[src/inc/ors_pkg.sv]
// Package for the row scan, fuse store and reset/sleep control block.
// Assumes a 50 MHz aclk and a 32-bit AXI4-Lite register port.
package ors_pkg;
    // Command codes, carried in bits 15:8 of a command word
    localparam logic [7:0] CMD_BRIGHT_A   = 8'h01;
    localparam logic [7:0] CMD_BRIGHT_B   = 8'h02;
    localparam logic [7:0] CMD_CONVERTER  = 8'h03;
    localparam logic [7:0] CMD_DISPLAY    = 8'h10;
    localparam logic [7:0] CMD_MATRIX_DIR = 8'h11;
    localparam logic [7:0] CMD_ROW_SEL    = 8'h17;
    localparam logic [7:0] CMD_SLEEP      = 8'hf1;
    localparam logic [7:0] CMD_SOFT_RST   = 8'hf2;
    localparam logic [7:0] CMD_PAD_SHORT  = 8'hf3;
    localparam logic [7:0] CMD_FUSE_PROG  = 8'hf5;
    localparam logic [7:0] CMD_SEAL_CHECK = 8'hf7;
    // Register byte addresses
    localparam logic [7:0] ADDR_CMD       = 8'h00;
    localparam logic [7:0] ADDR_STATUS    = 8'h04;
    localparam logic [7:0] ADDR_ROW       = 8'h08;
    localparam logic [7:0] ADDR_SEAL      = 8'h0c;
    // Reset values and field positions
    localparam logic [7:0] RST_ROW_SEL    = 8'h02;
    localparam logic [7:0] RST_PAD_SHORT  = 8'h01;
    localparam logic [1:0] MODE_SINGLE    = 2'b10;
    localparam logic [1:0] MODE_DUAL      = 2'b11;
    localparam int         POS_ROW_DIR    = 4;
    localparam int         POS_VTURN      = 1;
    localparam int         POS_CMD_VALID  = 16;
    // Panel geometry
    localparam int         ROW_COUNT      = 72;
    localparam int         DUAL_STEPS     = 36;
    // Timing
    localparam int         CLK_HZ         = 50_000_000;
    localparam int         PROG_TIME_MS   = 50;
    localparam int         PROG_CYCLES    = PROG_TIME_MS * (CLK_HZ / 1000);
    localparam int         SRST_TIME_NS   = 200;
    localparam int         CLK_NS         = 1_000_000_000 / CLK_HZ;
    localparam int         SRST_CYCLES    = SRST_TIME_NS / CLK_NS;
    localparam int         FUSE_LOAD_CYC  = 4;
    // Control states
    typedef enum logic [2:0] {
        ST_FUSE_LOAD = 3'b000,
        ST_IDLE      = 3'b001,
        ST_SLEEP     = 3'b010,
        ST_PROGRAM   = 3'b011,
        ST_SOFT_RST  = 3'b100
    } ors_state_e;
endpackage

[src/verilog/ors_ctrl.sv]
// Row scan sequencer, fuse store control and reset/sleep state machine.
// Assumes a single clock, synchronous inputs and an AXI4-Lite master.
// What this block does
// - active row grounded, idle rows pulled up
// - row mode 10b selects single scanning
// - direction 0 scans rows upward to 72
// - direction 1 scans downward from row 72
// - row mode 11b scans odd/even together
// - dual mode uses 36 steps, two rows
// - dual mode uses same direction bit
// - vertical turn bit flips display direction
// - reset exit loads fuses into flip-flops
// - command F5 data 1 starts programming
// - programming lasts 50 ms, ends itself
// - F3 bit 0 shorts pad, resets on
// - seal check resets when seal set
// - reset pin low grounds all drivers
// - reset exit starts scan clock within 200ns
// - F2 single byte, or F7 when sealed, resets device
// - command F1 enters sleep
// - commands 03h or 10h leave sleep
// - sleep grounds drivers, keeps registers
`timescale 1ns/1ns
module ors_ctrl #(
    parameter int ROWS        = ors_pkg::ROW_COUNT,
    parameter int PROG_CYCLES = ors_pkg::PROG_CYCLES,
    parameter int PARAM_BITS  = 16
) (
    // Clock, reset, enable
    input  wire logic                 aclk,
    input  wire logic                 aresetn,
    input  wire logic                 clk_en,
    // AXI4-Lite write address
    input  wire logic [7:0]           s_axi_awaddr,
    input  wire logic                 s_axi_awvalid,
    output logic                      s_axi_awready,
    // AXI4-Lite write data
    input  wire logic [31:0]          s_axi_wdata,
    input  wire logic [3:0]           s_axi_wstrb,
    input  wire logic                 s_axi_wvalid,
    output logic                      s_axi_wready,
    // AXI4-Lite write response
    output logic [1:0]                s_axi_bresp,
    output logic                      s_axi_bvalid,
    input  wire logic                 s_axi_bready,
    // AXI4-Lite read
    input  wire logic [7:0]           s_axi_araddr,
    input  wire logic                 s_axi_arvalid,
    output logic                      s_axi_arready,
    output logic [31:0]               s_axi_rdata,
    output logic [1:0]                s_axi_rresp,
    output logic                      s_axi_rvalid,
    input  wire logic                 s_axi_rready,
    // Fuse array
    input  wire logic [PARAM_BITS-1:0] antifuse_rd_data,
    output logic                      antifuse_power,
    output logic                      antifuse_blow,
    output logic [PARAM_BITS-1:0]     antifuse_wr_data,
    // Panel side
    output logic [ROWS-1:0]           row_sink,
    output logic                      prog_pad_short_enable,
    output logic                      scan_clock_out,
    output logic                      converter_on,
    output logic                      analog_on
);
    ////////////////////////////////////////////////////////////////////
    // Command framing
    ors_pkg::ors_state_e state;
    logic [1:0]            row_scan_kind;
    logic                  row_scan_direction;
    logic                  vertical_turn;
    logic [7:0]            display_ctrl;
    logic [7:0]            converter_ctrl;
    logic [7:0]            bright_a;
    logic [7:0]            bright_b;
    logic [PARAM_BITS-1:0] volatile_param_array;
    logic                  seal;
    logic [31:0]           prog_cnt;
    logic [6:0]            row_idx;
    logic [7:0]            srst_cnt;
    logic        aw_held;
    logic        w_held;
    logic [7:0]  aw_addr;
    logic [31:0] w_data;
    logic        wr_fire;
    logic        cmd_fire;
    logic [7:0]  cmd_code;
    logic [7:0]  cmd_data;
    logic        busy;
    // Busy states refuse commands; the bus still answers OKAY
    assign busy = (state == ors_pkg::ST_FUSE_LOAD)
               || (state == ors_pkg::ST_PROGRAM)
               || (state == ors_pkg::ST_SOFT_RST);
    assign wr_fire = aw_held && w_held && !s_axi_bvalid;
    assign cmd_code = w_data[15:8];
    assign cmd_data = w_data[7:0];
    // atomic pair
    // Code and data arrive in one word, so a pair can never split
    assign cmd_fire = wr_fire && (aw_addr == ors_pkg::ADDR_CMD)
                   && w_data[ors_pkg::POS_CMD_VALID] && !busy;

    always_ff @(posedge aclk) begin
        if (!aresetn) begin
            aw_held       <= 1'b0;
            w_held        <= 1'b0;
            aw_addr       <= 8'h00;
            w_data        <= 32'h0000_0000;
            s_axi_awready <= 1'b0;
            s_axi_wready  <= 1'b0;
            s_axi_bvalid  <= 1'b0;
            s_axi_bresp   <= 2'b00;
        end else if (clk_en) begin
            s_axi_awready <= 1'b0;
            s_axi_wready  <= 1'b0;
            if (s_axi_awvalid && !aw_held && !s_axi_awready) begin
                s_axi_awready <= 1'b1;
                aw_held       <= 1'b1;
                aw_addr       <= s_axi_awaddr;
            end
            if (s_axi_wvalid && !w_held && !s_axi_wready) begin
                s_axi_wready <= 1'b1;
                w_held       <= 1'b1;
                w_data       <= s_axi_wdata;
            end
            if (wr_fire) begin
                s_axi_bvalid <= 1'b1;
                s_axi_bresp  <= (aw_addr == ors_pkg::ADDR_CMD
                              || aw_addr == ors_pkg::ADDR_SEAL)
                              ? 2'b00 : 2'b10;
                aw_held      <= 1'b0;
                w_held       <= 1'b0;
            end else if (s_axi_bvalid && s_axi_bready) begin
                s_axi_bvalid <= 1'b0;
            end
        end
    end

    ////////////////////////////////////////////////////////////////////
    // Read side
    always_ff @(posedge aclk) begin
        if (!aresetn) begin
            s_axi_arready <= 1'b0;
            s_axi_rvalid  <= 1'b0;
            s_axi_rdata   <= 32'h0000_0000;
            s_axi_rresp   <= 2'b00;
        end else if (clk_en) begin
            s_axi_arready <= 1'b0;
            if (s_axi_arvalid && !s_axi_rvalid && !s_axi_arready) begin
                s_axi_arready <= 1'b1;
                s_axi_rvalid  <= 1'b1;
                s_axi_rresp   <= 2'b00;
                if (s_axi_araddr == ors_pkg::ADDR_CMD) begin
                    s_axi_rdata <= 32'h0000_0000;
                end else if (s_axi_araddr == ors_pkg::ADDR_STATUS) begin
                    s_axi_rdata <= {24'h00_0000, 3'b000, seal,
                                    prog_pad_short_enable, state};
                end else if (s_axi_araddr == ors_pkg::ADDR_ROW) begin
                    s_axi_rdata <= {16'h0000, 1'b0, row_idx,
                                    3'b000, row_scan_direction,
                                    1'b0, vertical_turn, row_scan_kind};
                end else if (s_axi_araddr == ors_pkg::ADDR_SEAL) begin
                    s_axi_rdata <= {16'h0000, volatile_param_array};
                end else begin
                    s_axi_rdata <= 32'h0000_0000;
                    s_axi_rresp <= 2'b10;
                end
            end else if (s_axi_rvalid && s_axi_rready) begin
                s_axi_rvalid <= 1'b0;
            end
        end
    end

    ////////////////////////////////////////////////////////////////////
    // Control state machine
    logic [2:0] load_cnt;
    always_ff @(posedge aclk) begin
        if (!aresetn) begin
            state    <= ors_pkg::ST_FUSE_LOAD;
            load_cnt <= 3'h0;
            prog_cnt <= 32'h0000_0000;
            srst_cnt <= 8'h00;
        end else if (clk_en) begin
            case (state)
                ors_pkg::ST_FUSE_LOAD: begin
                    if (load_cnt == 3'(ors_pkg::FUSE_LOAD_CYC - 1)) begin
                        state <= ors_pkg::ST_IDLE;
                    end else begin
                        load_cnt <= load_cnt + 3'h1;
                    end
                end
                ors_pkg::ST_PROGRAM: begin
                    if (prog_cnt == 32'(PROG_CYCLES - 1)) begin
                        state <= ors_pkg::ST_IDLE;
                    end else begin
                        prog_cnt <= prog_cnt + 32'h1;
                    end
                end
                ors_pkg::ST_SOFT_RST: begin
                    if (srst_cnt == 8'(ors_pkg::SRST_CYCLES - 1)) begin
                        state    <= ors_pkg::ST_FUSE_LOAD;
                        load_cnt <= 3'h0;
                    end else begin
                        srst_cnt <= srst_cnt + 8'h1;
                    end
                end
                default: begin
                    if (cmd_fire) begin
                        if (cmd_code == ors_pkg::CMD_SOFT_RST) begin
                            state    <= ors_pkg::ST_SOFT_RST;
                            srst_cnt <= 8'h00;
                        end else if (cmd_code == ors_pkg::CMD_SEAL_CHECK
                                     && seal) begin
                            state    <= ors_pkg::ST_SOFT_RST;
                            srst_cnt <= 8'h00;
                        end else if (cmd_code == ors_pkg::CMD_FUSE_PROG
                                     && cmd_data == 8'h01) begin
                            state    <= ors_pkg::ST_PROGRAM;
                            prog_cnt <= 32'h0000_0000;
                        end else if (cmd_code == ors_pkg::CMD_SLEEP
                                     && cmd_data[0]) begin
                            state <= ors_pkg::ST_SLEEP;
                        end else if (cmd_code == ors_pkg::CMD_CONVERTER
                                  || cmd_code == ors_pkg::CMD_DISPLAY) begin
                            state <= ors_pkg::ST_IDLE;
                        end
                    end
                end
            endcase
        end
    end

    ////////////////////////////////////////////////////////////////////
    // Command registers, defaults on pin or software reset
    logic soft_clear;
    assign soft_clear = (state == ors_pkg::ST_SOFT_RST);
    always_ff @(posedge aclk) begin
        if (!aresetn || (clk_en && soft_clear)) begin
            row_scan_kind         <= ors_pkg::RST_ROW_SEL[1:0];
            row_scan_direction    <= ors_pkg::RST_ROW_SEL[ors_pkg::POS_ROW_DIR];
            vertical_turn         <= 1'b0;
            display_ctrl          <= 8'h00;
            converter_ctrl        <= 8'h00;
            bright_a              <= 8'h00;
            bright_b              <= 8'h00;
            prog_pad_short_enable <= ors_pkg::RST_PAD_SHORT[0];
        end else if (clk_en && cmd_fire) begin
            if (cmd_code == ors_pkg::CMD_ROW_SEL) begin
                row_scan_kind      <= cmd_data[1:0];
                row_scan_direction <= cmd_data[ors_pkg::POS_ROW_DIR];
            end else if (cmd_code == ors_pkg::CMD_MATRIX_DIR) begin
                vertical_turn <= cmd_data[ors_pkg::POS_VTURN];
            end else if (cmd_code == ors_pkg::CMD_DISPLAY) begin
                display_ctrl <= cmd_data;
            end else if (cmd_code == ors_pkg::CMD_CONVERTER) begin
                converter_ctrl <= cmd_data;
            end else if (cmd_code == ors_pkg::CMD_BRIGHT_A) begin
                bright_a <= cmd_data;
            end else if (cmd_code == ors_pkg::CMD_BRIGHT_B) begin
                bright_b <= cmd_data;
            end else if (cmd_code == ors_pkg::CMD_PAD_SHORT) begin
                prog_pad_short_enable <= cmd_data[0];
            end
        end
    end

    ////////////////////////////////////////////////////////////////////
    // Fuse store
    always_ff @(posedge aclk) begin
        if (!aresetn) begin
            volatile_param_array <= '0;
            antifuse_power       <= 1'b0;
            antifuse_blow        <= 1'b0;
            antifuse_wr_data     <= '0;
            seal                 <= 1'b0;
        end else if (clk_en) begin
            // array powered only while loading or blowing
            antifuse_power <= (state == ors_pkg::ST_FUSE_LOAD)
                           || (state == ors_pkg::ST_PROGRAM);
            antifuse_blow  <= (state == ors_pkg::ST_PROGRAM);
            if (state == ors_pkg::ST_FUSE_LOAD
                && load_cnt == 3'(ors_pkg::FUSE_LOAD_CYC - 1)) begin
                volatile_param_array <= antifuse_rd_data;
            end else if (cmd_fire && cmd_code == ors_pkg::CMD_BRIGHT_A) begin
                volatile_param_array[7:0] <= cmd_data;
            end else if (cmd_fire && cmd_code == ors_pkg::CMD_BRIGHT_B) begin
                volatile_param_array[15:8] <= cmd_data;
            end
            if (cmd_fire && cmd_code == ors_pkg::CMD_FUSE_PROG
                && cmd_data == 8'h01) begin
                antifuse_wr_data <= volatile_param_array;
            end
            if (state == ors_pkg::ST_PROGRAM
                && prog_cnt == 32'(PROG_CYCLES - 1)) begin
                seal <= 1'b1;
            end
        end
    end

    ////////////////////////////////////////////////////////////////////
    // Row scan sequencer
    logic running;
    logic dual;
    logic [6:0] last_step;
    assign running = (state == ors_pkg::ST_IDLE) && display_ctrl[0];
    assign dual = (row_scan_kind == ors_pkg::MODE_DUAL);
    assign last_step = dual ? 7'(ors_pkg::DUAL_STEPS - 1) : 7'(ROWS - 1);
    always_ff @(posedge aclk) begin
        if (!aresetn) begin
            row_idx  <= 7'h00;
            row_sink <= '0;
        end else if (clk_en) begin
            if (!running || row_scan_kind[1] == 1'b0) begin
                row_sink <= '0;
                row_idx  <= 7'h00;
            end else begin
                row_idx <= (row_idx >= last_step) ? 7'h00 : row_idx + 7'h1;
                row_sink <= '0;
                // sinks the active row (two rows in dual mode), others float high
                // vertical turn reverses the scan order
                if (dual) begin
                    if (row_scan_direction ^ vertical_turn) begin
                        row_sink[ROWS-1-2*row_idx] <= 1'b1;
                        row_sink[ROWS-2-2*row_idx] <= 1'b1;
                    end else begin
                        row_sink[2*row_idx]   <= 1'b1;
                        row_sink[2*row_idx+1] <= 1'b1;
                    end
                end else if (row_scan_direction ^ vertical_turn) begin
                    row_sink[ROWS-1-row_idx] <= 1'b1;
                end else begin
                    row_sink[row_idx] <= 1'b1;
                end
            end
        end
    end

    ////////////////////////////////////////////////////////////////////
    // Analog and clock outputs
    always_ff @(posedge aclk) begin
        if (!aresetn) begin
            scan_clock_out <= 1'b0;
            converter_on   <= 1'b0;
            analog_on      <= 1'b0;
        end else if (clk_en) begin
            scan_clock_out <= (state != ors_pkg::ST_SOFT_RST)
                              ? !scan_clock_out : 1'b0;
            converter_on <= (state == ors_pkg::ST_IDLE) && converter_ctrl[0];
            analog_on    <= (state == ors_pkg::ST_IDLE);
        end
    end
    ////////////////////////////////////////////////////////////////////
    // Checks
    program_ends_a: assert property (@(posedge aclk) disable iff (!aresetn)
        (clk_en && state == ors_pkg::ST_PROGRAM
         && prog_cnt == 32'(PROG_CYCLES - 1))
        |=> state == ors_pkg::ST_IDLE)
        else $error("programming did not end");
    sleep_rows_a: assert property (@(posedge aclk) disable iff (!aresetn)
        $past(state) == ors_pkg::ST_SLEEP && $past(clk_en) |-> row_sink == '0)
        else $error("rows driven in sleep");
    seal_reset_a: assert property (@(posedge aclk) disable iff (!aresetn)
        (clk_en && cmd_fire && cmd_code == ors_pkg::CMD_SEAL_CHECK
         && !seal && state == ors_pkg::ST_IDLE)
        |=> state == ors_pkg::ST_IDLE)
        else $error("unsealed check acted");
    srst_start_a: assert property (@(posedge aclk)
        disable iff (!aresetn) clk_en && cmd_fire
        && cmd_code == ors_pkg::CMD_SOFT_RST |=> state == ors_pkg::ST_SOFT_RST)
        else $error("soft reset not started");
    srst_ends_a: assert property (@(posedge aclk)
        disable iff (!aresetn) clk_en && state == ors_pkg::ST_SOFT_RST
        && srst_cnt == 8'(ors_pkg::SRST_CYCLES - 1)
        |=> state == ors_pkg::ST_FUSE_LOAD) else $error("soft reset hung");
    sleep_entry_a: assert property (@(posedge aclk)
        disable iff (!aresetn) clk_en && cmd_fire && cmd_data[0]
        && cmd_code == ors_pkg::CMD_SLEEP |=> state == ors_pkg::ST_SLEEP)
        else $error("sleep not entered");
endmodule // ors_ctrl

[config.mk]
export PLATFORM = sky130hd
export DESIGN_NAME = ors_ctrl
export DESIGN_NICKNAME = d
export VERILOG_FILES = /design/src/inc/ors_pkg.sv /design/src/verilog/ors_ctrl.sv
export SDC_FILE = /design/constraint.sdc
export NUM_CORES = 1
export LEC_CHECK = 0
export BUFFER_PORTS_ARGS = -buffer_cell sky130_fd_sc_hd__buf_2
export CAP_MARGIN = 20
export CORE_MARGIN = 5
export CORE_UTILIZATION = 35
export CTS_BUF_LIST = sky130_fd_sc_hd__clkbuf_2
export DETAILED_ROUTE_END_ITERATION = 10
export SLEW_MARGIN = 10
export SYNTH_ARGS = -nofsm -noshare
export SYNTH_HDL_FRONTEND = slang
export SYNTH_SLANG_ARGS = --single-unit
[constraint.sdc]
create_clock -name aclk -period 3.7 [get_ports aclk]
set_clock_uncertainty 0.1 [all_clocks]
set_input_delay 0.185 -clock aclk [delete_from_list [all_inputs] [get_ports aclk]]
set_output_delay 0.185 -clock aclk [all_outputs]
set_load 0.005 [all_outputs]
==> results.toml <==
[die]
die_w_um = 188
initial_core_util_pct = 35.2
coreArea_um2 = 31400
fp.dieArea_um2 = 35200
fp.dieH_um = 188
fp-row-count = 65
ios = 211

[synth]
synth.cell_area_um2 = 11100
synth_seq_cells = 220
seq_area_frac_synth_pct = 39.8
synth_edf_count = 0
ys_warn_count = 0
avgSynthCellArea_um2 = 7.97
yosysMostFrequentCell = "nand2_1"
syn_inst = 1386
synth_flop_cell = "dfxtp_1"
synthArstFlopShare_pct = 0
yosysTopAreaCell = "dfxtp_1"
synth_common_cells = "nand2_1 (232), dfxtp_1 (220), nor2_1 (121), a21oi_1 (108), o21ai_0 (108)"
post_synth_num_cell_types = 71
synth_area_leaders = "dfxtp_1 (40%), nand2_1 (7.9%), a21oi_1 (4.9%), o21ai_0 (4.9%), nor2_1 (4.1%)"
netlist.area_leader.share_pct = 39.8

[placed_design]
io_buffers = 173
dp.final_hpwl_um = 26300
place_ws_ns = 0.779
place_congestion = 0.955

[worst_setup_path]
worst_ep_arrival_time_ns = 3.78
crit_path_end_kind = "register"
path_class = "reg2reg"
critical_path_required_ns = 4.31
crit_fanout = 30
worst_setup_path_start_kind = "register"

[drt]
ant_nets = 0
route.detailed.drc = 0
first_iter_violations = 1026
routed_wl_um = 40100
via_per_inst = 5.61
vias = 12000
wire_per_inst_um = 18.7
dr.pass1.iters = 6

[layout]
nets = 1792
syn_to_final_growth_pct = 29.2
drive_gt1_share_pct = 19.3
finish.utilization_pct = 45.5

[timing]
period_share_pct = 85.7
maxSlewViolCount = 0
worst_pin_slew_ns = 0.991
maxSlewHeadroom_pct = 33.7
setup_slack_ns = 0.529
period_needed_ns = 3.17
max_freq_ghz = 0.315
rsz0062_at_grt = "false"
fin_tns_setup_ns = 0
finalSetupViolations = 0
hold_viol = 0

[clock_tree]
cts_root_buffer = "clkbuf_2"
cts_resized = 0
cts_setup_buffers = 0
cts_made_buffers = 58
insertion_delay_ns = 0.95
cts_buffer_depth = 3
cts.reportedPaths.clkPinSlew_ns = 0.12
cts.sinks = 220
cts_tree = "done"
htreeDepth = 2

[grt]
grt_pass1_wl_um = 63300
grt-ovfl-total = 0
antenna_found_initial = 1
track_usage_pct = 21.8
grt_max_degree = 77
grt_pass1_vias = 11900

[pwr]
irDropWorstVdd_uv = 258
p_per_area_nw_per_um2 = 310
p_leak_nw = 5.66

[min_path]
hold_class = "in2reg"

[run]
maxCapViolCount = 0

[run_status]
status = "completed"
==> cell type report <==
class,instances,area [µm²]
Antenna cell,1,2.50
Clock buffer,88,440
Clock inverter,6,45.0
Fill cell,3107,17100
Inverter,18,67.6
Multi-Input combinational cell,1041,6120
Sequential cell,220,4400
Tap cell,402,503
Timing Repair Buffer,366,2700
==> path summary, 6_finish.rpt <==
path / start / to / slack (ns) / cells past startpoint
setup / recovery: w_data[16] / prog_cnt[30] / 0.53 / 7
hold / removal: aresetn / row_sink[63] / 0.19 / 3
setup reg to reg: w_data[16] / prog_cnt[30] / 0.53 / 7
hold reg to reg: volatile_param_array[12] / antifuse_wr_data[12] / 0.32 / 2
==> critical path, cell delays in order (launching register included) <==
cell and delay (ns):
dfxtp_1 0.36, nor3b_1 0.35, nand4_2 0.27, or4_4 0.73
o21a_1 0.22, buf_4 0.23, or4_1 0.49, a21oi_1 0.15
==> per-stage QoR <==
stage / area (µm²) / hold WS (ns) / total power, W / cells
global route: 14300 / 0.149 / 0.00463 / 2142
floorplan: 11100 / 0.221 / 0.00263 / 1403
global placement: 12300 / 0.327 / 0.00270 / 1893
CTS: 14300 / 0.106 / 0.00446 / 2141
finish: 14300 / 0.187 / 0.00443 / 2142
detailed placement: 12300 / 0.332 / 0.00270 / 1893
==> cells by family after synthesis <==
| family | count (synthesis) | synth area share, % |
|---|---|---|
| simple gates | 548 | 23.7 |
| flops | 220 | 39.8 |
| buf+inv | 142 | 5.71 |
| xor+xnor | 14 | 1.11 |
| mux | 35 | 3.25 |
| fa+ha+maj | 11 | 1.25 |
| compound gates | 415 | 25.1 |
| other cells | 1 | 0.0339 |
==> timing repair <==
item | in CTS | in global routing
hold buffers | 154 | 0
setup endpoints to repair | 0 | 0
hold endpoints to repair | 135 | 0
==> per-layer routing <==
| layer | wire [µm] | share of wire, % | track usage [%] |
|---|---|---|---|
| met1 | 17100 | 43 | 28.1 |
| met2 | 18500 | 46 | 35.7 |
| met3 | 3100 | 7.7 | 4.80 |
| met4 | 1350 | 3.4 | 8.84 |
| met5 | 0 | 0 | 0 |
==> sequential cells by signal, indices dropped and copies added (netlist names), 2 cells and up <==
register / count
antifuse_wr_data: 16
prog_cnt: 32
volatile_param_array: 16
w_data: 17
row_scan_kind: 2
state: 3
load_cnt: 3
s_axi_rdata: 16
aw_addr: 8
srst_cnt: 8
row_idx: 7
row_sink: 72
==> report_power, final <==
part | switching [W] | internal (W) | leakage [nW] | total, W
clock network | 0.00102 | 0.000635 | 0.386 | 0.00165
registers | 0.0000278 | 0.00239 | 1.78 | 0.00242
logic | 0.000178 | 0.000180 | 3.50 | 0.000357
total | 0.00122 | 0.00321 | 5.66 | 0.00443
==> cell usage in the layout (no fill, tap or decap), types with 8 or more instances in the layout <==
cell type / n
or3_1: 20
xor2_1: 8
dlygate4sd3_1: 154
o21ai_0: 108
nand2_1: 232
a32o_1: 25
nand4_1: 21
a22o_1: 37
or4_1: 12
nand3_1: 41
dfxtp_1: 220
a311oi_1: 8
buf_4: 39
mux2i_1: 28
nor2_1: 120
conb_1: 18
and3_1: 17
ha_1: 11
a31oi_1: 8
o31ai_1: 13
a211oi_1: 10
clkbuf_2: 88
buf_2: 173
a21oi_1: 108
nor4_1: 9
o221ai_1: 36
nor3_1: 11
o211ai_1: 8
a22oi_1: 19
inv_1: 17
Power figures use the tool's default switching activity.
